$ cat src/include/tml_pkg.sv
// constants and types shared by the torque-mode speed limiter
// assumes a single 50 MHz clock and word-aligned Avalon-MM register access
package tml_pkg;

   // ----------------------------------------------------------------
   // timing
   // ----------------------------------------------------------------
   localparam int unsigned CLK_HZ = 50_000_000;
   localparam int unsigned CTRL_PERIOD_US = 100;
   localparam int unsigned CTRL_CYCLES = CLK_HZ / 1_000_000 * CTRL_PERIOD_US;
   localparam int unsigned TICKS_PER_MS = 1000 / CTRL_PERIOD_US;
   localparam int unsigned FILT_MAX_MS = 1000;

   // ----------------------------------------------------------------
   // register byte offsets
   // ----------------------------------------------------------------
   localparam logic [5:0] ADDR_CTRL = 6'h00;
   localparam logic [5:0] ADDR_AI_CFG = 6'h04;
   localparam logic [5:0] ADDR_FILT = 6'h08;
   localparam logic [5:0] ADDR_LIMIT = 6'h0C;
   localparam logic [5:0] ADDR_BIAS = 6'h10;
   localparam logic [5:0] ADDR_DIN_LO = 6'h14;
   localparam logic [5:0] ADDR_DIN_HI = 6'h18;
   localparam logic [5:0] ADDR_STATUS = 6'h1C;
   localparam logic [5:0] ADDR_REF = 6'h20;

   // ----------------------------------------------------------------
   // field positions
   // ----------------------------------------------------------------
   localparam int unsigned CTRL_TORQUE_BIT = 0;
   localparam int unsigned CTRL_SRC_BIT = 1;
   localparam int unsigned AI1_LVL_LSB = 0;
   localparam int unsigned AI2_LVL_LSB = 2;
   localparam int unsigned AI2_FN_LSB = 8;

   // ----------------------------------------------------------------
   // reset values
   // ----------------------------------------------------------------
   localparam logic [31:0] CTRL_RST = 32'h0000_0000;
   localparam logic [31:0] AI_CFG_RST = 32'h0000_0F00;
   localparam logic [31:0] FILT_RST = 32'h0000_0000;
   localparam logic [31:0] LIMIT_RST = 32'h0000_1000;
   localparam logic [31:0] BIAS_RST = 32'h0000_0000;
   localparam logic [31:0] DIN_RST = 32'h0000_0000;

   // ----------------------------------------------------------------
   // function codes and scaling (16'h1000 = 100 %, 10 V or 20 mA)
   // ----------------------------------------------------------------
   localparam logic [7:0] FN_ADD_LIMIT = 8'h0C;
   localparam logic [7:0] FN_TORQUE_REF = 8'h0F;
   localparam logic [7:0] FN_TORQUE_COMP = 8'h10;
   localparam logic [7:0] DI_TORQUE_MODE = 8'h2C;
   localparam logic [7:0] DI_NEG_TORQUE = 8'h2D;
   localparam logic signed [17:0] CUR_ZERO = 18'sh0_0333;
   localparam logic signed [17:0] FULL_MAX = 18'sh0_7FFF;
   localparam logic signed [17:0] FULL_MIN = -18'sh0_8000;
   localparam int unsigned KP_SHIFT = 2;

   typedef enum logic [1:0] {RG_BAND, RG_OVER, RG_UNDER} tml_region_t;

endpackage

$ cat src/hdl/tml_ref_filter.sv
// first-order low-pass on the torque reference, one step per control tick
// assumes tick_i is a one-cycle pulse from the same clock domain
`timescale 1ns/100ps
module tml_ref_filter #(
   parameter int W = 16
) (
   input wire logic ref_clk_i,
   input wire logic resetn_i,
   input wire logic tick_i,
   input wire logic [3:0] shift_i,
   input wire logic signed [W-1:0] x_i,
   output logic signed [W-1:0] y_o
);

   // 16 fraction bits keep small steps from stalling at long time constants
   logic signed [W+16:0] acc_q;
   logic signed [W+16:0] target;
   logic signed [W+16:0] step;

   always_comb begin
      target = {x_i[W-1], x_i, 16'h0000};
      step = (target - acc_q) >>> shift_i;
   end

   always_ff @(posedge ref_clk_i or negedge resetn_i) begin
      if (!resetn_i) begin
         acc_q <= '0;
      end else if (tick_i) begin
         if (shift_i == 4'h0) begin
            acc_q <= target;
         end else begin
            acc_q <= acc_q + step;
         end
      end
   end

   assign y_o = acc_q[W+15:16];

endmodule

$ cat src/hdl/tml_torque_limiter.sv
// torque-mode reference path and speed limiter with Avalon-MM registers
// assumes analog samples arrive already digitised on ref_clk_i;
// digital inputs are raw pins and are synchronised here
//
// Overview of operation
// second analog input is torque reference at code 15, compensation at 16.
// no register or keypad path writes the torque reference.
// torque sign follows analog reference polarity, not run direction.
// active digital input coded 45 forces the torque reference negative.
// second input level 0/2 is 0-10 V, level 1/3 is 4-20 mA.
// torque reference is low-pass filtered with a settable time constant.
// limit source 0 takes the speed limit from the analog inputs.
// limit source 1 takes the stored speed limit value.
// second input coded 12 is added to the first as speed limit.
// first input level 2/3 is bipolar, 0/1 positive only.
// positive limit bounds -bias..limit+bias; negative limit-bias..bias.
// zero bias clamps speed at zero against the limit direction.
// bias is symmetric, in percent of maximum output frequency.
// speed inside the band commands torque from the reference.
// speed above the upper bound commands opposing negative torque.
// speed below the lower bound commands opposing forward torque.
// user gives reference and limit equal signs winding, opposite unwinding.
// torque mode when selected or when an input coded 44 is active.
// filter time accepts 0 to 1000 ms.
// everything is recomputed once per control tick and then held.
//
// The Avalon-MM interface to the registers and the placing of the registers were chosen for this implementation.
`timescale 1ns/100ps
module tml_torque_limiter #(
   parameter int unsigned CTRL_CYCLES = tml_pkg::CTRL_CYCLES,
   parameter int unsigned N_DIN = 8
) (
   input wire logic ref_clk_i,
   input wire logic resetn_i,
   input wire logic [5:0] avs_address_i,
   input wire logic avs_read_i,
   input wire logic avs_write_i,
   input wire logic [31:0] avs_writedata_i,
   input wire logic [3:0] avs_byteenable_i,
   output logic [31:0] avs_readdata_o,
   output logic avs_waitrequest_o,
   input wire logic signed [15:0] analog_input_one_i,
   input wire logic signed [15:0] analog_input_two_i,
   input wire logic [N_DIN-1:0] din_i,
   input wire logic signed [15:0] motor_speed_i,
   output logic signed [15:0] torque_cmd_o,
   output logic signed [15:0] torque_comp_o,
   output logic torque_mode_o
);

   // ----------------------------------------------------------------
   // helpers
   // ----------------------------------------------------------------
   function automatic logic [31:0] be_merge(input logic [31:0] old,
                                            input logic [31:0] wd,
                                            input logic [3:0] be);
      logic [31:0] r;
      r = old;
      for (int i = 0; i < 4; i++) begin
         if (be[i]) begin
            r[8*i +: 8] = wd[8*i +: 8];
         end
      end
      return r;
   endfunction

   function automatic logic signed [15:0] sat16(input logic signed [17:0] v);
      logic signed [15:0] r;
      r = v[15:0];
      if (v > tml_pkg::FULL_MAX) begin
         r = 16'sh7FFF;
      end else if (v < tml_pkg::FULL_MIN) begin
         r = -16'sh8000;
      end
      return r;
   endfunction

   // any synchronised input whose code byte matches is active
   function automatic logic din_hit(input logic [N_DIN-1:0] din,
                                    input logic [63:0] map,
                                    input logic [7:0] code);
      logic hit;
      hit = 1'b0;
      for (int i = 0; i < N_DIN && i < 8; i++) begin
         if (din[i] && map[8*i +: 8] == code) begin
            hit = 1'b1;
         end
      end
      return hit;
   endfunction

   // power-of-two nearest above the time constant in control ticks
   function automatic logic [3:0] tau_shift(input logic [31:0] ms);
      logic [31:0] ticks;
      logic [3:0] s;
      ticks = (ms > tml_pkg::FILT_MAX_MS) ? tml_pkg::FILT_MAX_MS : ms;
      ticks = ticks * tml_pkg::TICKS_PER_MS;
      s = 4'h0;
      for (int i = 0; i < 15; i++) begin
         if ((32'h0000_0001 << i) < ticks) begin
            s = 4'(i + 1);
         end
      end
      return s;
   endfunction

   // ----------------------------------------------------------------
   // register bus
   // ----------------------------------------------------------------
   logic [31:0] ctrl_q;
   logic [31:0] ai_cfg_q;
   logic [31:0] filt_q;
   logic [31:0] speed_limit_value_q;
   logic [31:0] bias_q;
   logic [31:0] din_lo_q;
   logic [31:0] din_hi_q;
   logic wr_go;
   logic [31:0] rdata_d;
   logic signed [15:0] tref_f;
   logic signed [15:0] limit_q;
   logic neg_q;
   tml_pkg::tml_region_t region_q;

   // request completes on the second edge: waitrequest is low one cycle
   assign wr_go = avs_write_i && !avs_waitrequest_o;

   always_ff @(posedge ref_clk_i or negedge resetn_i) begin
      if (!resetn_i) begin
         avs_waitrequest_o <= 1'b1;
      end else if ((avs_read_i || avs_write_i) && avs_waitrequest_o) begin
         avs_waitrequest_o <= 1'b0;
      end else begin
         avs_waitrequest_o <= 1'b1;
      end
   end

   always_comb begin
      rdata_d = 32'h0000_0000;
      if (avs_address_i == tml_pkg::ADDR_CTRL) begin
         rdata_d = ctrl_q;
      end else if (avs_address_i == tml_pkg::ADDR_AI_CFG) begin
         rdata_d = ai_cfg_q;
      end else if (avs_address_i == tml_pkg::ADDR_FILT) begin
         rdata_d = filt_q;
      end else if (avs_address_i == tml_pkg::ADDR_LIMIT) begin
         rdata_d = speed_limit_value_q;
      end else if (avs_address_i == tml_pkg::ADDR_BIAS) begin
         rdata_d = bias_q;
      end else if (avs_address_i == tml_pkg::ADDR_DIN_LO) begin
         rdata_d = din_lo_q;
      end else if (avs_address_i == tml_pkg::ADDR_DIN_HI) begin
         rdata_d = din_hi_q;
      end else if (avs_address_i == tml_pkg::ADDR_STATUS) begin
         rdata_d = {torque_cmd_o, 12'h000, region_q, neg_q, torque_mode_o};
      end else if (avs_address_i == tml_pkg::ADDR_REF) begin
         rdata_d = {limit_q, tref_f};
      end
   end

   always_ff @(posedge ref_clk_i or negedge resetn_i) begin
      if (!resetn_i) begin
         avs_readdata_o <= 32'h0000_0000;
      end else if (avs_read_i && avs_waitrequest_o) begin
         avs_readdata_o <= rdata_d;
      end
   end

   // no writable torque reference exists: it only comes from analog R2
   always_ff @(posedge ref_clk_i or negedge resetn_i) begin
      if (!resetn_i) begin
         ctrl_q <= tml_pkg::CTRL_RST;
         ai_cfg_q <= tml_pkg::AI_CFG_RST;
         filt_q <= tml_pkg::FILT_RST;
         speed_limit_value_q <= tml_pkg::LIMIT_RST;
         bias_q <= tml_pkg::BIAS_RST;
         din_lo_q <= tml_pkg::DIN_RST;
         din_hi_q <= tml_pkg::DIN_RST;
      end else if (wr_go) begin
         if (avs_address_i == tml_pkg::ADDR_CTRL) begin
            ctrl_q <= be_merge(ctrl_q, avs_writedata_i, avs_byteenable_i);
         end else if (avs_address_i == tml_pkg::ADDR_AI_CFG) begin
            ai_cfg_q <= be_merge(ai_cfg_q, avs_writedata_i, avs_byteenable_i);
         end else if (avs_address_i == tml_pkg::ADDR_FILT) begin
            filt_q <= be_merge(filt_q, avs_writedata_i, avs_byteenable_i);
         end else if (avs_address_i == tml_pkg::ADDR_LIMIT) begin
            speed_limit_value_q <= be_merge(speed_limit_value_q,
                                            avs_writedata_i, avs_byteenable_i);
         end else if (avs_address_i == tml_pkg::ADDR_BIAS) begin
            bias_q <= be_merge(bias_q, avs_writedata_i, avs_byteenable_i);
         end else if (avs_address_i == tml_pkg::ADDR_DIN_LO) begin
            din_lo_q <= be_merge(din_lo_q, avs_writedata_i, avs_byteenable_i);
         end else if (avs_address_i == tml_pkg::ADDR_DIN_HI) begin
            din_hi_q <= be_merge(din_hi_q, avs_writedata_i, avs_byteenable_i);
         end
      end
   end

   // ----------------------------------------------------------------
   // digital input synchroniser and control tick
   // ----------------------------------------------------------------
   logic [N_DIN-1:0] din_s1_q;
   logic [N_DIN-1:0] din_s2_q;
   logic [$clog2(CTRL_CYCLES)-1:0] cnt_q;
   logic tick_q;

   always_ff @(posedge ref_clk_i or negedge resetn_i) begin
      if (!resetn_i) begin
         din_s1_q <= '0;
         din_s2_q <= '0;
      end else begin
         din_s1_q <= din_i;
         din_s2_q <= din_s1_q;
      end
   end

   always_ff @(posedge ref_clk_i or negedge resetn_i) begin
      if (!resetn_i) begin
         cnt_q <= '0;
         tick_q <= 1'b0;
      end else if (cnt_q == ($clog2(CTRL_CYCLES))'(CTRL_CYCLES - 1)) begin
         cnt_q <= '0;
         tick_q <= 1'b1;
      end else begin
         cnt_q <= cnt_q + 1'b1;
         tick_q <= 1'b0;
      end
   end

   // ----------------------------------------------------------------
   // analog conditioning and reference selection
   // ----------------------------------------------------------------
   logic [7:0] ai2_fn;
   logic [1:0] ai1_lvl;
   logic [1:0] ai2_lvl;
   logic [63:0] din_map;
   logic signed [17:0] ai1_v;
   logic signed [17:0] ai2_v;
   logic signed [17:0] cur_v;
   logic signed [15:0] tref_raw;
   logic neg_d;
   logic mode_d;

   assign ai2_fn = ai_cfg_q[tml_pkg::AI2_FN_LSB +: 8];
   assign ai1_lvl = ai_cfg_q[tml_pkg::AI1_LVL_LSB +: 2];
   assign ai2_lvl = ai_cfg_q[tml_pkg::AI2_LVL_LSB +: 2];
   assign din_map = {din_hi_q, din_lo_q};
   assign neg_d = din_hit(din_s2_q, din_map, tml_pkg::DI_NEG_TORQUE);
   assign mode_d = ctrl_q[tml_pkg::CTRL_TORQUE_BIT] ||
                   din_hit(din_s2_q, din_map, tml_pkg::DI_TORQUE_MODE);

   always_comb begin
      // positive-only range drops negative samples R10
      ai1_v = 18'(analog_input_one_i);
      if (!ai1_lvl[1] && ai1_v < 0) begin
         ai1_v = '0;
      end
      // 4 mA offset removed, 16 mA span stretched to full scale R5
      cur_v = 18'(((18'(analog_input_two_i) - tml_pkg::CUR_ZERO) * 5) >>> 2);
      if (ai2_lvl[0]) begin
         ai2_v = (cur_v < 0) ? 18'sh0_0000 : cur_v;
      end else begin
         ai2_v = 18'(analog_input_two_i);
      end
      // sign of the sample gives direction R3
      tref_raw = (ai2_fn == tml_pkg::FN_TORQUE_REF) ? sat16(ai2_v) : '0;
      if (neg_d && tref_raw > 0) begin
         tref_raw = -tref_raw;
      end
   end

   tml_ref_filter #(
      .W(16)
   ) u_filter (
      .ref_clk_i(ref_clk_i),
      .resetn_i(resetn_i),
      .tick_i(tick_q),
      .shift_i(tau_shift(filt_q)),
      .x_i(tref_raw),
      .y_o(tref_f)
   );

   // ----------------------------------------------------------------
   // speed band and torque override
   // ----------------------------------------------------------------
   logic signed [17:0] limit_d;
   logic signed [17:0] bias_v;
   logic signed [17:0] upper;
   logic signed [17:0] lower;
   logic signed [17:0] spd;
   logic signed [15:0] cmd_d;
   tml_pkg::tml_region_t region_d;

   always_comb begin
      if (ctrl_q[tml_pkg::CTRL_SRC_BIT]) begin
         limit_d = 18'(signed'(speed_limit_value_q[15:0]));
      end else if (ai2_fn == tml_pkg::FN_ADD_LIMIT) begin
         limit_d = 18'(sat16(ai1_v + ai2_v));
      end else begin
         limit_d = ai1_v;
      end
      // bias counts in the same units as speed: 16'h1000 is max frequency
      bias_v = 18'(signed'({1'b0, bias_q[14:0]}));
      spd = 18'(motor_speed_i);
      if (limit_d >= 0) begin
         upper = 18'(sat16(limit_d + bias_v));
         lower = -bias_v;
      end else begin
         upper = bias_v;
         lower = 18'(sat16(limit_d - bias_v));
      end
      // zero bias makes the opposite bound zero, clamping speed there R12
      if (spd > upper) begin
         region_d = tml_pkg::RG_OVER;
         cmd_d = sat16(-((spd - upper) <<< tml_pkg::KP_SHIFT));
      end else if (spd < lower) begin
         region_d = tml_pkg::RG_UNDER;
         cmd_d = sat16((lower - spd) <<< tml_pkg::KP_SHIFT);
      end else begin
         region_d = tml_pkg::RG_BAND;
         cmd_d = tref_f;
      end
   end

   // winding vs unwinding is chosen by the signs the user sets R17
   always_ff @(posedge ref_clk_i or negedge resetn_i) begin
      if (!resetn_i) begin
         torque_cmd_o <= '0;
         torque_comp_o <= '0;
         torque_mode_o <= 1'b0;
         limit_q <= '0;
         neg_q <= 1'b0;
         region_q <= tml_pkg::RG_BAND;
      end else if (tick_q) begin
         torque_mode_o <= mode_d;
         torque_cmd_o <= mode_d ? cmd_d : 16'sh0000;
         torque_comp_o <= (ai2_fn == tml_pkg::FN_TORQUE_COMP) ?
                          sat16(ai2_v) : 16'sh0000;
         limit_q <= sat16(limit_d);
         neg_q <= neg_d;
         region_q <= region_d;
      end
   end

endmodule

$ cat config.mk
export PLATFORM = sky130hd
export DESIGN_NAME = tml_torque_limiter
export DESIGN_NICKNAME = d
export VERILOG_FILES = /design/src/include/tml_pkg.sv /design/src/hdl/tml_ref_filter.sv /design/src/hdl/tml_torque_limiter.sv
export SDC_FILE = /design/constraint.sdc
export NUM_CORES = 1
export LEC_CHECK = 0
export ABC_CLOCK_PERIOD_IN_PS = 15000
export BUFFER_PORTS_ARGS = -buffer_cell sky130_fd_sc_hd__buf_4
export CAP_MARGIN = 20
export CORE_MARGIN = 3
export CORE_UTILIZATION = 55
export CTS_BUF_LIST = sky130_fd_sc_hd__clkbuf_8 sky130_fd_sc_hd__clkbuf_16
export CTS_CLUSTER_DIAMETER = 40
export DETAILED_ROUTE_END_ITERATION = 10
export PLACE_DENSITY_LB_ADDON = 0.3
export SLEW_MARGIN = 10
export SYNTH_ARGS = -nofsm -noshare
export SYNTH_HDL_FRONTEND = slang
export SYNTH_SLANG_ARGS = --single-unit
$ cat constraint.sdc
create_clock -name ref_clk_i -period 15 [get_ports ref_clk_i]
set_clock_uncertainty 0.2 [all_clocks]
set_input_delay 2.25 -clock ref_clk_i [delete_from_list [all_inputs] [get_ports ref_clk_i]]
set_output_delay 2.25 -clock ref_clk_i [all_outputs]
set_load 0.01 [all_outputs]
# Word-level counts from Yosys, hierarchy flattened
# Index checks and enable logic that the tools add are counted.
dict set report word_totals {
  register_bits 372
  input_bits 102
  out_inout_bits 66
  wordCells 255
}
dict set report op_classes {
  add_sub_neg 12
  multipliers 2
  n_lt_le_gt_ge 36
  eq_ne 28
  shifts 1
  n_mux 74
  bitwise_logic 6
  reduce_logical 55
}
# op count
set ops {}
lappend ops {{16-bit 2-to-1 mux} 20}
lappend ops {{32-bit 2-to-1 mux} 10}
lappend ops {{8-bit by 6-bit == test with 1-bit output (second input constant)} 16}
lappend ops {{18-bit by 16-bit greater-than comparator with 1-bit output (second input constant)} 7}
lappend ops {{18-bit by 16-bit < comparator with 1-bit output (second input constant)} 7}
lappend ops {{18-bit 2-to-1 mux} 7}
lappend ops {{4-bit 2-to-1 mux} 14}
lappend ops {{9-bit AND reduction} 4}
lappend ops {{33-bit adder} 1}
lappend ops {{33-bit 2-to-1 mux} 1}
lappend ops {{33-bit by 4-bit >>> shifter with 33-bit output} 1}
lappend ops {{32-bit by 33-bit subtractor with 33-bit output} 1}
lappend ops {{32-bit by 10-bit greater-than comparator with 1-bit output (second input constant)} 1}
lappend ops {{1-bit by 32-bit < comparator with 1-bit output (first input constant)} 1}
lappend ops {{10-bit by 32-bit < comparator with 1-bit output (first input constant)} 1}
lappend ops {{11-bit by 32-bit < comparator with 1-bit output (first input constant)} 1}
lappend ops {{12-bit by 32-bit < comparator with 1-bit output (first input constant)} 1}
lappend ops {{13-bit by 32-bit < comparator with 1-bit output (first input constant)} 1}
lappend ops {{14-bit by 32-bit < comparator with 1-bit output (first input constant)} 1}
lappend ops {{15-bit by 32-bit < comparator with 1-bit output (first input constant)} 1}
lappend ops {{2-bit by 32-bit < comparator with 1-bit output (first input constant)} 1}
lappend ops {{3-bit by 32-bit < comparator with 1-bit output (first input constant)} 1}
lappend ops {{4-bit by 32-bit < comparator with 1-bit output (first input constant)} 1}
lappend ops {{5-bit by 32-bit < comparator with 1-bit output (first input constant)} 1}
lappend ops {{43 further kinds} 113}

# Longest topological paths before layout
# Gate-level depths: netlist of run 1.
dict set report logic_depth {
  depth_word 23
  ltp_mapped 69
  depth_no_buf 64
}

# Hierarchy
# A second synthesis of run 1 with hierarchy kept.
dict set report hier_totals {
  hier_cells 3356
  area_unflattened_um2 30569.3
}
# module instances cells_per_inst area_each_um2 seq_area_each_um2
set by_module_without_submodules {}
lappend by_module_without_submodules {tml_torque_limiter 1 2500 24270.8 8490.6}
lappend by_module_without_submodules {tml_ref_filter 1 856 6298.5 825.8}

# Least setup slack after synthesis of run 1
# OpenSTA, ideal clock, no wires.
dict set report synth_timing {
  path_kind {input to register}
  startpoint {in analog_input_two_i[0]}
  endpoint {reg torque_cmd_o[13]}
  setup_time_ns 0.133
  arrival_ns 14.908
  required_ns 14.667
  setup_slack_ns -0.241
  cell_stages 64
  path_buffers 5
  path_cell_list {ha_1 or3_1 and3_1 or3_1 nand3_1 xnor2_1 ha_1 ha_1 o211ai_1 nor2_1 o211ai_1 a21o_1 o211ai_1 and2_1 buf_2 buf_4 clkbuf_1 a22o_1 [... 28 more ...] a2bb2oi_1 ha_1 fa_1 nor2b_1 o21a_1 o211ai_1 a211oi_1 nor4_1 a31o_2 or4b_1 nor4_1 nand3_1 xnor3_1 o21bai_1 clkbuf_1 nor2_1 o22ai_1 o21ai_0}
}
dict set report synth_between {
  elab_chain_len 23
  elab_cells_between_ends 41
  classes_between {add/sub: 7; mul: 1; order compare: 14; mux: 19}
}
# element line
set synth_rtl {}
lappend synth_rtl {{start: declaration} tml_torque_limiter.sv:43} ;# input wire logic signed [15:0] analog_input_two_i,
lappend synth_rtl {{16-bit by 11-bit subtractor with 17-bit output} tml_torque_limiter.sv:258} ;# cur_v = 18'(((18'(analog_input_two_i) - tml_pkg::CUR_ZERO) * 5) >>> 2);
lappend synth_rtl {{17-bit by 4-bit multiplier with 20-bit output} tml_torque_limiter.sv:258}
lappend synth_rtl {{18-bit by 1-bit < comparator with 1-bit output} tml_torque_limiter.sv:260} ;# ai2_v = (cur_v < 0) ? 18'sh0_0000 : cur_v;
lappend synth_rtl {{18-bit 2-to-1 mux} tml_torque_limiter.sv:260}
lappend synth_rtl {{18-bit 2-to-1 mux (*)} tml_torque_limiter.sv:259} ;# if (ai2_lvl[0]) begin
lappend synth_rtl {{18-bit adder (*)} tml_torque_limiter.sv:297} ;# limit_d = 18'(sat16(ai1_v + ai2_v));
lappend synth_rtl {{18-bit by 16-bit < comparator with 1-bit output} tml_torque_limiter.sv:72} ;# end else if (v < tml_pkg::FULL_MIN) begin
lappend synth_rtl {{16-bit 2-to-1 mux} tml_torque_limiter.sv:72}
lappend synth_rtl {{[... 7 more ...]} n/a}
lappend synth_rtl {{18-bit 2-to-1 mux} tml_torque_limiter.sv:304} ;# if (limit_d >= 0) begin
lappend synth_rtl {{16-bit subtractor (on tied branches)} {tml_torque_limiter.sv:314, tml_torque_limiter.sv:317}}
lappend synth_rtl {{18-bit negator / 18-bit by 16-bit < comparator with 1-bit output (equally long branches)} {tml_torque_limiter.sv:314, tml_torque_limiter.sv:72}}
lappend synth_rtl {{18-bit by 16-bit < comparator with 1-bit output / 16-bit 2-to-1 mux (equally long branches)} tml_torque_limiter.sv:72}
lappend synth_rtl {{16-bit 2-to-1 mux (on tied branches)} {tml_torque_limiter.sv:72, tml_torque_limiter.sv:70}}
lappend synth_rtl {{16-bit 2-to-1 mux (on tied branches)} {tml_torque_limiter.sv:70, tml_torque_limiter.sv:315}}
lappend synth_rtl {{16-bit 2-to-1 mux (*)} tml_torque_limiter.sv:312} ;# if (spd > upper) begin
lappend synth_rtl {{16-bit 2-to-1 mux (*)} tml_torque_limiter.sv:335} ;# torque_cmd_o <= mode_d ? cmd_d : 16'sh0000;
lappend synth_rtl {{end signal: assignment} tml_torque_limiter.sv:335}
lappend synth_rtl {{end: declaration} tml_torque_limiter.sv:46} ;# output logic signed [15:0] torque_cmd_o,
# Every way passes the cells marked *; elsewhere a longest branch is shown, timed or not.
# A chain may end at the register's enable or synchronous reset.

# Worst setup path in the final report of run 1
dict set report layout_timing {
  startpoint {in analog_input_two_i[0]}
  endpoint {reg torque_cmd_o[6]}
}
# The elaborated chain is that of the path after synthesis.

==> results by group, run 1 <==
Layout
  – Area occupied by multi-input gates: 20400 um^2
  – Share of cells above drive strength 1: 20.03%
  – Area Growth Syn to Fin: 16.33%
  – Final Core Density: 65.50%
  – Register Area: 9320 um^2
  – Number of fill cells: 4538
  – Final nets: 4080

Worst setup path
  – R2R depth: 41
  – Kind of critical path: input pin to flip-flop
  – Reg-to-Reg Start: filt_q[14]
  – Worst R2R End: u_filter.acc_q[32]
  – Crit end category: flip-flop
  – Startpoint Class: input pin
  – CP Data Arrival Time: 14500 ps
  – Crit path max fanout: 10
  – FF-to-FF setup slack: 3100 ps
  – Max incr delay on CP: 560 ps
  – CP max-delay cell: or4b_4
  – Worst path most repeated cell: buf_4
  – CP required: 15240 ps

Status
  – Status: finished clean

Floorplanning
  – Site Rows: 85
  – Starting density of the core: 56.30%
  – Io pins: 168
  – Die Height: 242.1 um
  – Die Width: 242.1 um
  – Die area: 58610 um^2
  – Core box area: 54450 um^2

Clock tree
  – Clk_lat worst skew: 620 ps
  – Clk slew on worst S/H paths: 60 ps
  – Cts bufs inserted: 66
  – CTS H-tree lvls: 3
  – Clk Tree Root Cell: clkbuf_16
  – Hold_buf cts: 0
  – Clock sinks: 372
  – CTS max path bufs: 3
  – CTS tree: built

Drt
  – Metal1 wirelength: 41.65 mm
  – Residual DRC: 0
  – Routed wire length: 100.6 mm
  – DR top layer: met5
  – First-pass DRT Iterations: 7
  – Routed met3 length: 7.909 mm
  – Via count: 28770
  – Wire length per cell: 22.24 um
  – Vias per Instance: 6.360
  – Routed met2 length: 45.43 mm
  – Routed Antenna Nets: 0
  – Iteration-0 DRC Markers: 2832

Global routing
  – Antenna violations before repair: 1
  – First-pass GRT wire length: 156.3 mm
  – GRT overflow: 0
  – GRT Total Usage: 33.32%
  – Number of global-route vias before repair: 27640
  – Pin count of the biggest net entering global routing: 162

Worst hold path
  – Hold path start: din_s1_q[1]
  – Min-Delay Path Depth: 0
  – Hold EP: din_s2_q[1]
  – Min-Delay Path Class: flip-flop to flip-flop

Synthesis
  – Seq/Total Area, Yosys: 30.39%
  – Synth Flop Type: dfrtp_1
  – Largest area contributor in the netlist: dfrtp_1
  – Synth warnings: 0
  – Synth top area share: 29.88%
  – Synthesized area per cell: 8.772 um^2
  – Most common cell in the netlist: dfrtp_1
  – Synth Instances: 3495
  – Async SR Flop Fraction: 100.0%
  – Yosys reg bits: 372
  – Yosys cell types: 107
  – Post-synth EDFFs: 0
  – Top cells by count, synth: dfrtp_1 (366), nor2_1 (299), nand2_1 (297)
  – Dominant cells by area after synthesis: dfrtp_1 (30%), mux2_2 (9.8%), ha_1 (9.6%), a21oi_1 (4.4%), o21ai_0 (3.8%)
  – Cell Area, Synth: 30660 um^2

Power and ir drop
  – PD cells: 103.3 nW/um^2
  – Clk network pwr share: 40.9%
  – Switch share: 34.28%
  – Lkg Pwr: 16.92 nW
  – Combinational share of power: 29.5%
  – Seq pwr share: 29.6%
  – Switching pwr: 1.263 mW
  – Internal power: 2.422 mW
  – Peak supply drop: 0.0001184 V

Timing
  – Hold Fails Final Rpt: 0
  – Max Freq: 70.16 MHz
  – Worst-Margin Slew: 1036 ps
  – Max-slew headroom: 30.71%
  – Crit share post-route: 95.03%
  – Setup TNS Final: 0 ps
  – Minimum clock period after layout: 14250 ps
  – Setup violations, final: 0
  – Max-slew violations: 0

Placed design
  – DPL Wire Length: 76.10 mm
  – GPL Wtd Cong: 1.037
  – Port Buffers: 167

Run
  – MaxCap Viol Count: 0
cell usage in the layout (no fill, tap or decap), drive strengths merged, types with 71 or more instances in the layout:
| cell | Yosys | final |
|---|---|---|
| mux2 | 267 | 267 |
| nand2 | 298 | 298 |
| buf | 38 | 279 |
| dfrtp | 366 | 366 |
| o21ai | 246 | 246 |
| xnor2 | 126 | 126 |
| nor2 | 300 | 300 |
| a21oi | 274 | 274 |
| inv | 169 | 194 |
| clkbuf | 107 | 71 |
| ha | 235 | 235 |
timing repair:
item	in CTS	in global routing
gates resized for setup	0	43
endpoints found under the setup margin	0	18
setup buffers	0	7
sequential cells by signal (all words and copies together), names as in the netlist:
name	cells
din_s1_q	8
limit_q	16
region_q	2
bias_q	32
torque_comp_o	16
din_hi_q	32
cnt_q	13
u_filter.acc_q	33
avs_waitrequest_o	1
ctrl_q	32
tick_q	1
speed_limit_value_q	32
torque_cmd_o	16
neg_q	1
ai_cfg_q	32
avs_readdata_o	32
din_lo_q	32
din_s2_q	8
filt_q	32
torque_mode_o	1
cells by family (layout without fill, tap and decap cells):
group                      count (synthesis)  count (layout)  synth area share [%]
AOI/OAI and AO/OA                       1041            1041                 22.45
xor gates and xnor gates                 191             191                 5.526
adders and majority gates                243             243                 10.11
buffers and inverters                    314             566                 4.061
DFF                                      372             372                 30.39
muxes                                    322             322                 11.60
other                                      2              40               0.02450
and+or+nand+nor                         1010            1010                 15.83
critical path: cells and delay by family:
family          cells  cell delay [ps]
compound gates     30             5140
fa+ha+maj           7             1760
buf+inv             8             1130
simple gates       17             3230
mux                 1              230
xor+xnor            4              730
power groups by stage:
stage	logic [mW]	clock network, mW	registers (mW)
2_1_floorplan	0.739	0	1.09
3_3_place_gp	1.03	0	1.10
3_5_place_dp	1.03	0	1.10
4_1_cts	1.04	1.52	1.09
5_1_grt	1.19	1.57	1.09
6_report	1.09	1.51	1.09
worst max path at each step:
stage / startpoint / endpoint / slack, ps / cells past startpoint
2_1_floorplan: analog_input_two_i[0] / torque_cmd_o[13] / 60 / 65
3_3_place_gp: analog_input_two_i[0] / torque_cmd_o[11] / 180 / 63
3_5_place_dp: analog_input_two_i[0] / torque_cmd_o[11] / -160 / 66
4_1_cts: analog_input_two_i[0] / torque_cmd_o[9] / 360 / 66
5_1_grt: analog_input_two_i[0] / torque_cmd_o[14] / -50 / 67
6_report: analog_input_two_i[0] / torque_cmd_o[6] / 750 / 67
per-layer routing:
| metal | track usage, % | up-vias |
|---|---|---|
| met5 | 0 | - |
| met4 | 16.55 | 2 |
| met3 | 5.567 | 302 |
| met2 | 52.75 | 1255 |
| met1 | 44.31 | 13920 |
| li1 | - | 13300 |
stage by stage:
stage | hold WS [ps] | total power [mW] | cells | setup WS [ps] | cell area (um^2)
2_1_floorplan | 131.2 | 1.832 | 3532 | 64.49 | 30810
3_3_place_gp | 134.4 | 2.134 | 4396 | 175.2 | 33200
3_5_place_dp | 137.1 | 2.138 | 4396 | -160.1 | 33200
4_1_cts | 150.0 | 3.650 | 4513 | 361.4 | 35430
5_1_grt | 152.2 | 3.855 | 4523 | -50.61 | 35660
6_report | 149.7 | 3.685 | 4524 | 746.2 | 35660
area by class of cell:
type	instances	area share, %
Multi-Input combinational cell	2846	57.21
Sequential cell	372	26.13
Timing Repair Buffer	280	6.020
Clock buffer	71	4.824
Tap cell	739	2.593
Inverter	169	1.779
Clock inverter	46	1.435
Antenna cell	1	0.007017
Power figures use the tool's default switching activity.
==> inputs of run 2 (changes only) <==
--- a/config.mk
+++ b/config.mk
@@ -6,14 +6,14 @@
 export NUM_CORES = 1
 export LEC_CHECK = 0
 export ABC_CLOCK_PERIOD_IN_PS = 15000
-export BUFFER_PORTS_ARGS = -buffer_cell sky130_fd_sc_hd__buf_4
 export CAP_MARGIN = 20
 export CORE_MARGIN = 3
 export CORE_UTILIZATION = 55
 export CTS_BUF_LIST = sky130_fd_sc_hd__clkbuf_8 sky130_fd_sc_hd__clkbuf_16
 export CTS_CLUSTER_DIAMETER = 40
 export DETAILED_ROUTE_END_ITERATION = 10
-export PLACE_DENSITY_LB_ADDON = 0.3
+export DONT_BUFFER_PORTS = 1
+export PLACE_DENSITY = 0.81
 export SLEW_MARGIN = 10
 export SYNTH_ARGS = -nofsm -noshare
 export SYNTH_HDL_FRONTEND = slang
==> results by group, run 2 (same netlist as run 1, synthesis figures left out) <==
Status
  – Status: complete, but fails checks (was finished clean)
  – Failing checks: max-slew violations

Clock tree
  – Clk slew on worst S/H paths: 60 ps (about the same)
  – Clk_lat worst skew: 650 ps (was 620 ps)
  – Hold_buf cts: 0 (unchanged)
  – CTS max path bufs: 3 (unchanged)
  – Clk Tree Root Cell: clkbuf_16 (unchanged)
  – CTS tree: built (unchanged)
  – Cts bufs inserted: 56 (was 66)
  – CTS H-tree lvls: 2 (was 3)
  – Clock sinks: 372 (unchanged)

Worst setup path
  – CP max-delay cell: or4b_4 (unchanged)
  – Crit path capture: torque_cmd_o[9] (was torque_cmd_o[6])
  – Reg-to-Reg Start: filt_q[14] (unchanged)
  – Startpoint Class: input pin (unchanged)
  – Worst R2R End: u_filter.acc_q[32] (unchanged)
  – Crit end category: flip-flop (unchanged)
  – CP required: 15300 ps (was 15240 ps)
  – Crit path max fanout: 12 (was 10)
  – FF-to-FF setup slack: 3090 ps (was 3100 ps)
  – Max incr delay on CP: 580 ps (was 560 ps)
  – R2R depth: 38 (was 41)
  – CP Data Arrival Time: 14530 ps (was 14500 ps)
  – Kind of critical path: input pin to flip-flop (unchanged)
  – Worst setup startpoint: analog_input_two_i[0] (unchanged)

Worst hold path
  – Min-Delay Path Depth: 0 (unchanged)
  – Min-Delay Path Class: flip-flop to flip-flop (unchanged)

Global routing
  – GRT Total Usage: 32.48% (was 33.32%)
  – First-pass GRT wire length: 152.9 mm (was 156.3 mm)
  – Number of global-route vias before repair: 26570 (was 27640)
  – Antenna violations before repair: 5 (was 1)
  – Pin count of the biggest net entering global routing: 373 (was 162)
  – GRT overflow: 0 (unchanged)

Timing
  – Setup violations, final: 0 (unchanged)
  – Hold slack: 146.4 ps (was 149.7 ps)
  – Max-slew headroom: -0.9701% (was 30.71%)
  – Hold Fails Final Rpt: 0 (unchanged)
  – Max Freq: 70.24 MHz (was 70.16 MHz)
  – Max-slew violations: 35 (was 0)
  – Minimum clock period after layout: 14240 ps (was 14250 ps)
  – Crit share post-route: 94.91% (was 95.03%)
  – Worst-Margin Slew: 1515 ps (was 1036 ps)

Drt
  – Residual DRC: 0 (unchanged)
  – Wire length per cell: 22.98 um (was 22.24 um)
  – Iteration-0 DRC Markers: 3216 (was 2832)
  – Via count: 28160 (was 28770)
  – First-pass DRT Iterations: 8 (was 7)
  – Vias per Instance: 6.522 (was 6.360)
  – Routed Antenna Nets: 0 (unchanged)
  – Routed wire length: 99.25 mm (was 100.6 mm)

Layout
  – Most frequent cells in the layout: dfrtp_1 (365), nor2_1 (298), nand2_1 (295), mux2_2 (267), a21oi_1 (264) (was dfrtp_1 (365), nor2_1 (297), nand2_1 (295), buf_4 (274), mux2_2 (267))
  – Final nets: 3865 (was 4080)
  – Biggest register: u_filter.acc_q (unchanged)
  – Commonest non-fill, non-tap cell in the layout: dfrtp_1 (unchanged)
  – Fin cells: 4318 (was 4524)
  – Area Growth Syn to Fin: 10.43% (was 16.33%)
  – Share of cells above drive strength 1: 15.02% (was 20.03%)
  – Number of fill cells: 4551 (was 4538)
  – Max FFs per register: 33 (unchanged)

Power and ir drop
  – Lkg Pwr: 15.72 nW (was 16.92 nW)
  – Total power: 3.466 mW (was 3.685 mW)
  – Peak supply drop: 0.0001081 V (was 0.0001184 V)
  – PD cells: 102.4 nW/um^2 (was 103.3 nW/um^2)

Placed design
  – Placed cell count: 4194 (was 4396)
  – DPL Wire Length: 73.31 mm (was 76.10 mm)
  – GPL Wtd Cong: 1.009 (was 1.037)
  – Port Buffers: 0 (was 167)

Floorplanning
  – Die area: 58610 um^2 (unchanged)
  – Io pins: 168 (unchanged)
  – Starting density of the core: 56.30% (unchanged)
  – Die Height: 242.1 um (unchanged)
  – Site Rows: 85 (unchanged)
  – Die Width: 242.1 um (unchanged)
  – Core box area: 54450 um^2 (unchanged)

Run
  – MaxCap Viol Count: 0 (unchanged)
[run 2: area by class of cell]
| type | instances | area [um^2] | area share [%] |
|---|---|---|---|
| Antenna cell | 11 | 27.53 | 0.08131 |
| Inverter | 169 | 634.4 | 1.874 |
| Timing Repair Buffer | 75 | 580.6 | 1.715 |
| Clock inverter | 44 | 549.3 | 1.622 |
| Sequential cell | 372 | 9318 | 27.52 |
| Multi-Input combinational cell | 2846 | 20340 | 60.07 |
| Clock buffer | 62 | 1484 | 4.383 |
| Tap cell | 739 | 924.6 | 2.731 |
[run 2: how the worst min path moves through the flow]
stage	startpoint	end	slack, ps
3_5_place_dp	din_s1_q[5]	din_s2_q[5]	140
5_1_grt	din_s1_q[5]	din_s2_q[5]	150
2_1_floorplan	din_s1_q[0]	din_s2_q[0]	130
6_report	din_s1_q[5]	din_s2_q[5]	150
3_3_place_gp	din_s1_q[5]	din_s2_q[5]	130
4_1_cts	din_s1_q[7]	din_s2_q[7]	150
[run 2: stage by stage]
stage,worst slack (ps),setup TNS (ps),util (%),instance area (um^2)
floorplan,64.49,0,-,30810
global placement,-19.49,-38.04,58.12,31650
detailed placement,-354.4,-3697,58.12,31650
CTS,183.2,0,61.85,33680
global route,-96.42,-784.4,62.14,33840
finish,764.0,0,62.17,33860
[run 2: metal layers]
metal | global-route usage (%) | wire (um) | vias up
li1 | - | - | 12880
met1 | 41.33 | 38570 | 13550
met4 | 16.65 | 5917 | 0
met3 | 7.548 | 9774 | 326
met5 | 0 | 0 | -
met2 | 51.78 | 44990 | 1405
[run 2: what timing repair did]
action | in CTS | in global routing
buffers inserted | 0 | 5
endpoints found under the setup margin | 0 | 17
resized for setup | 0 | 22
[run 2: worst max-delay path: cells and delay by family]
family / cells / cell delay (ps)
compound gates: 33 / 5760
simple gates: 15 / 3060
fa+ha+maj: 8 / 2300
xor+xnor: 3 / 610
buf+inv: 4 / 550
[run 2: power by group]
group | leakage [nW] | switching (mW) | internal, mW
clock | 0.951 | 0.550 | 0.836
combinational | 10.0 | 0.588 | 0.393
sequential | 4.73 | 0.0508 | 1.05
total | 15.7 | 1.19 | 2.28
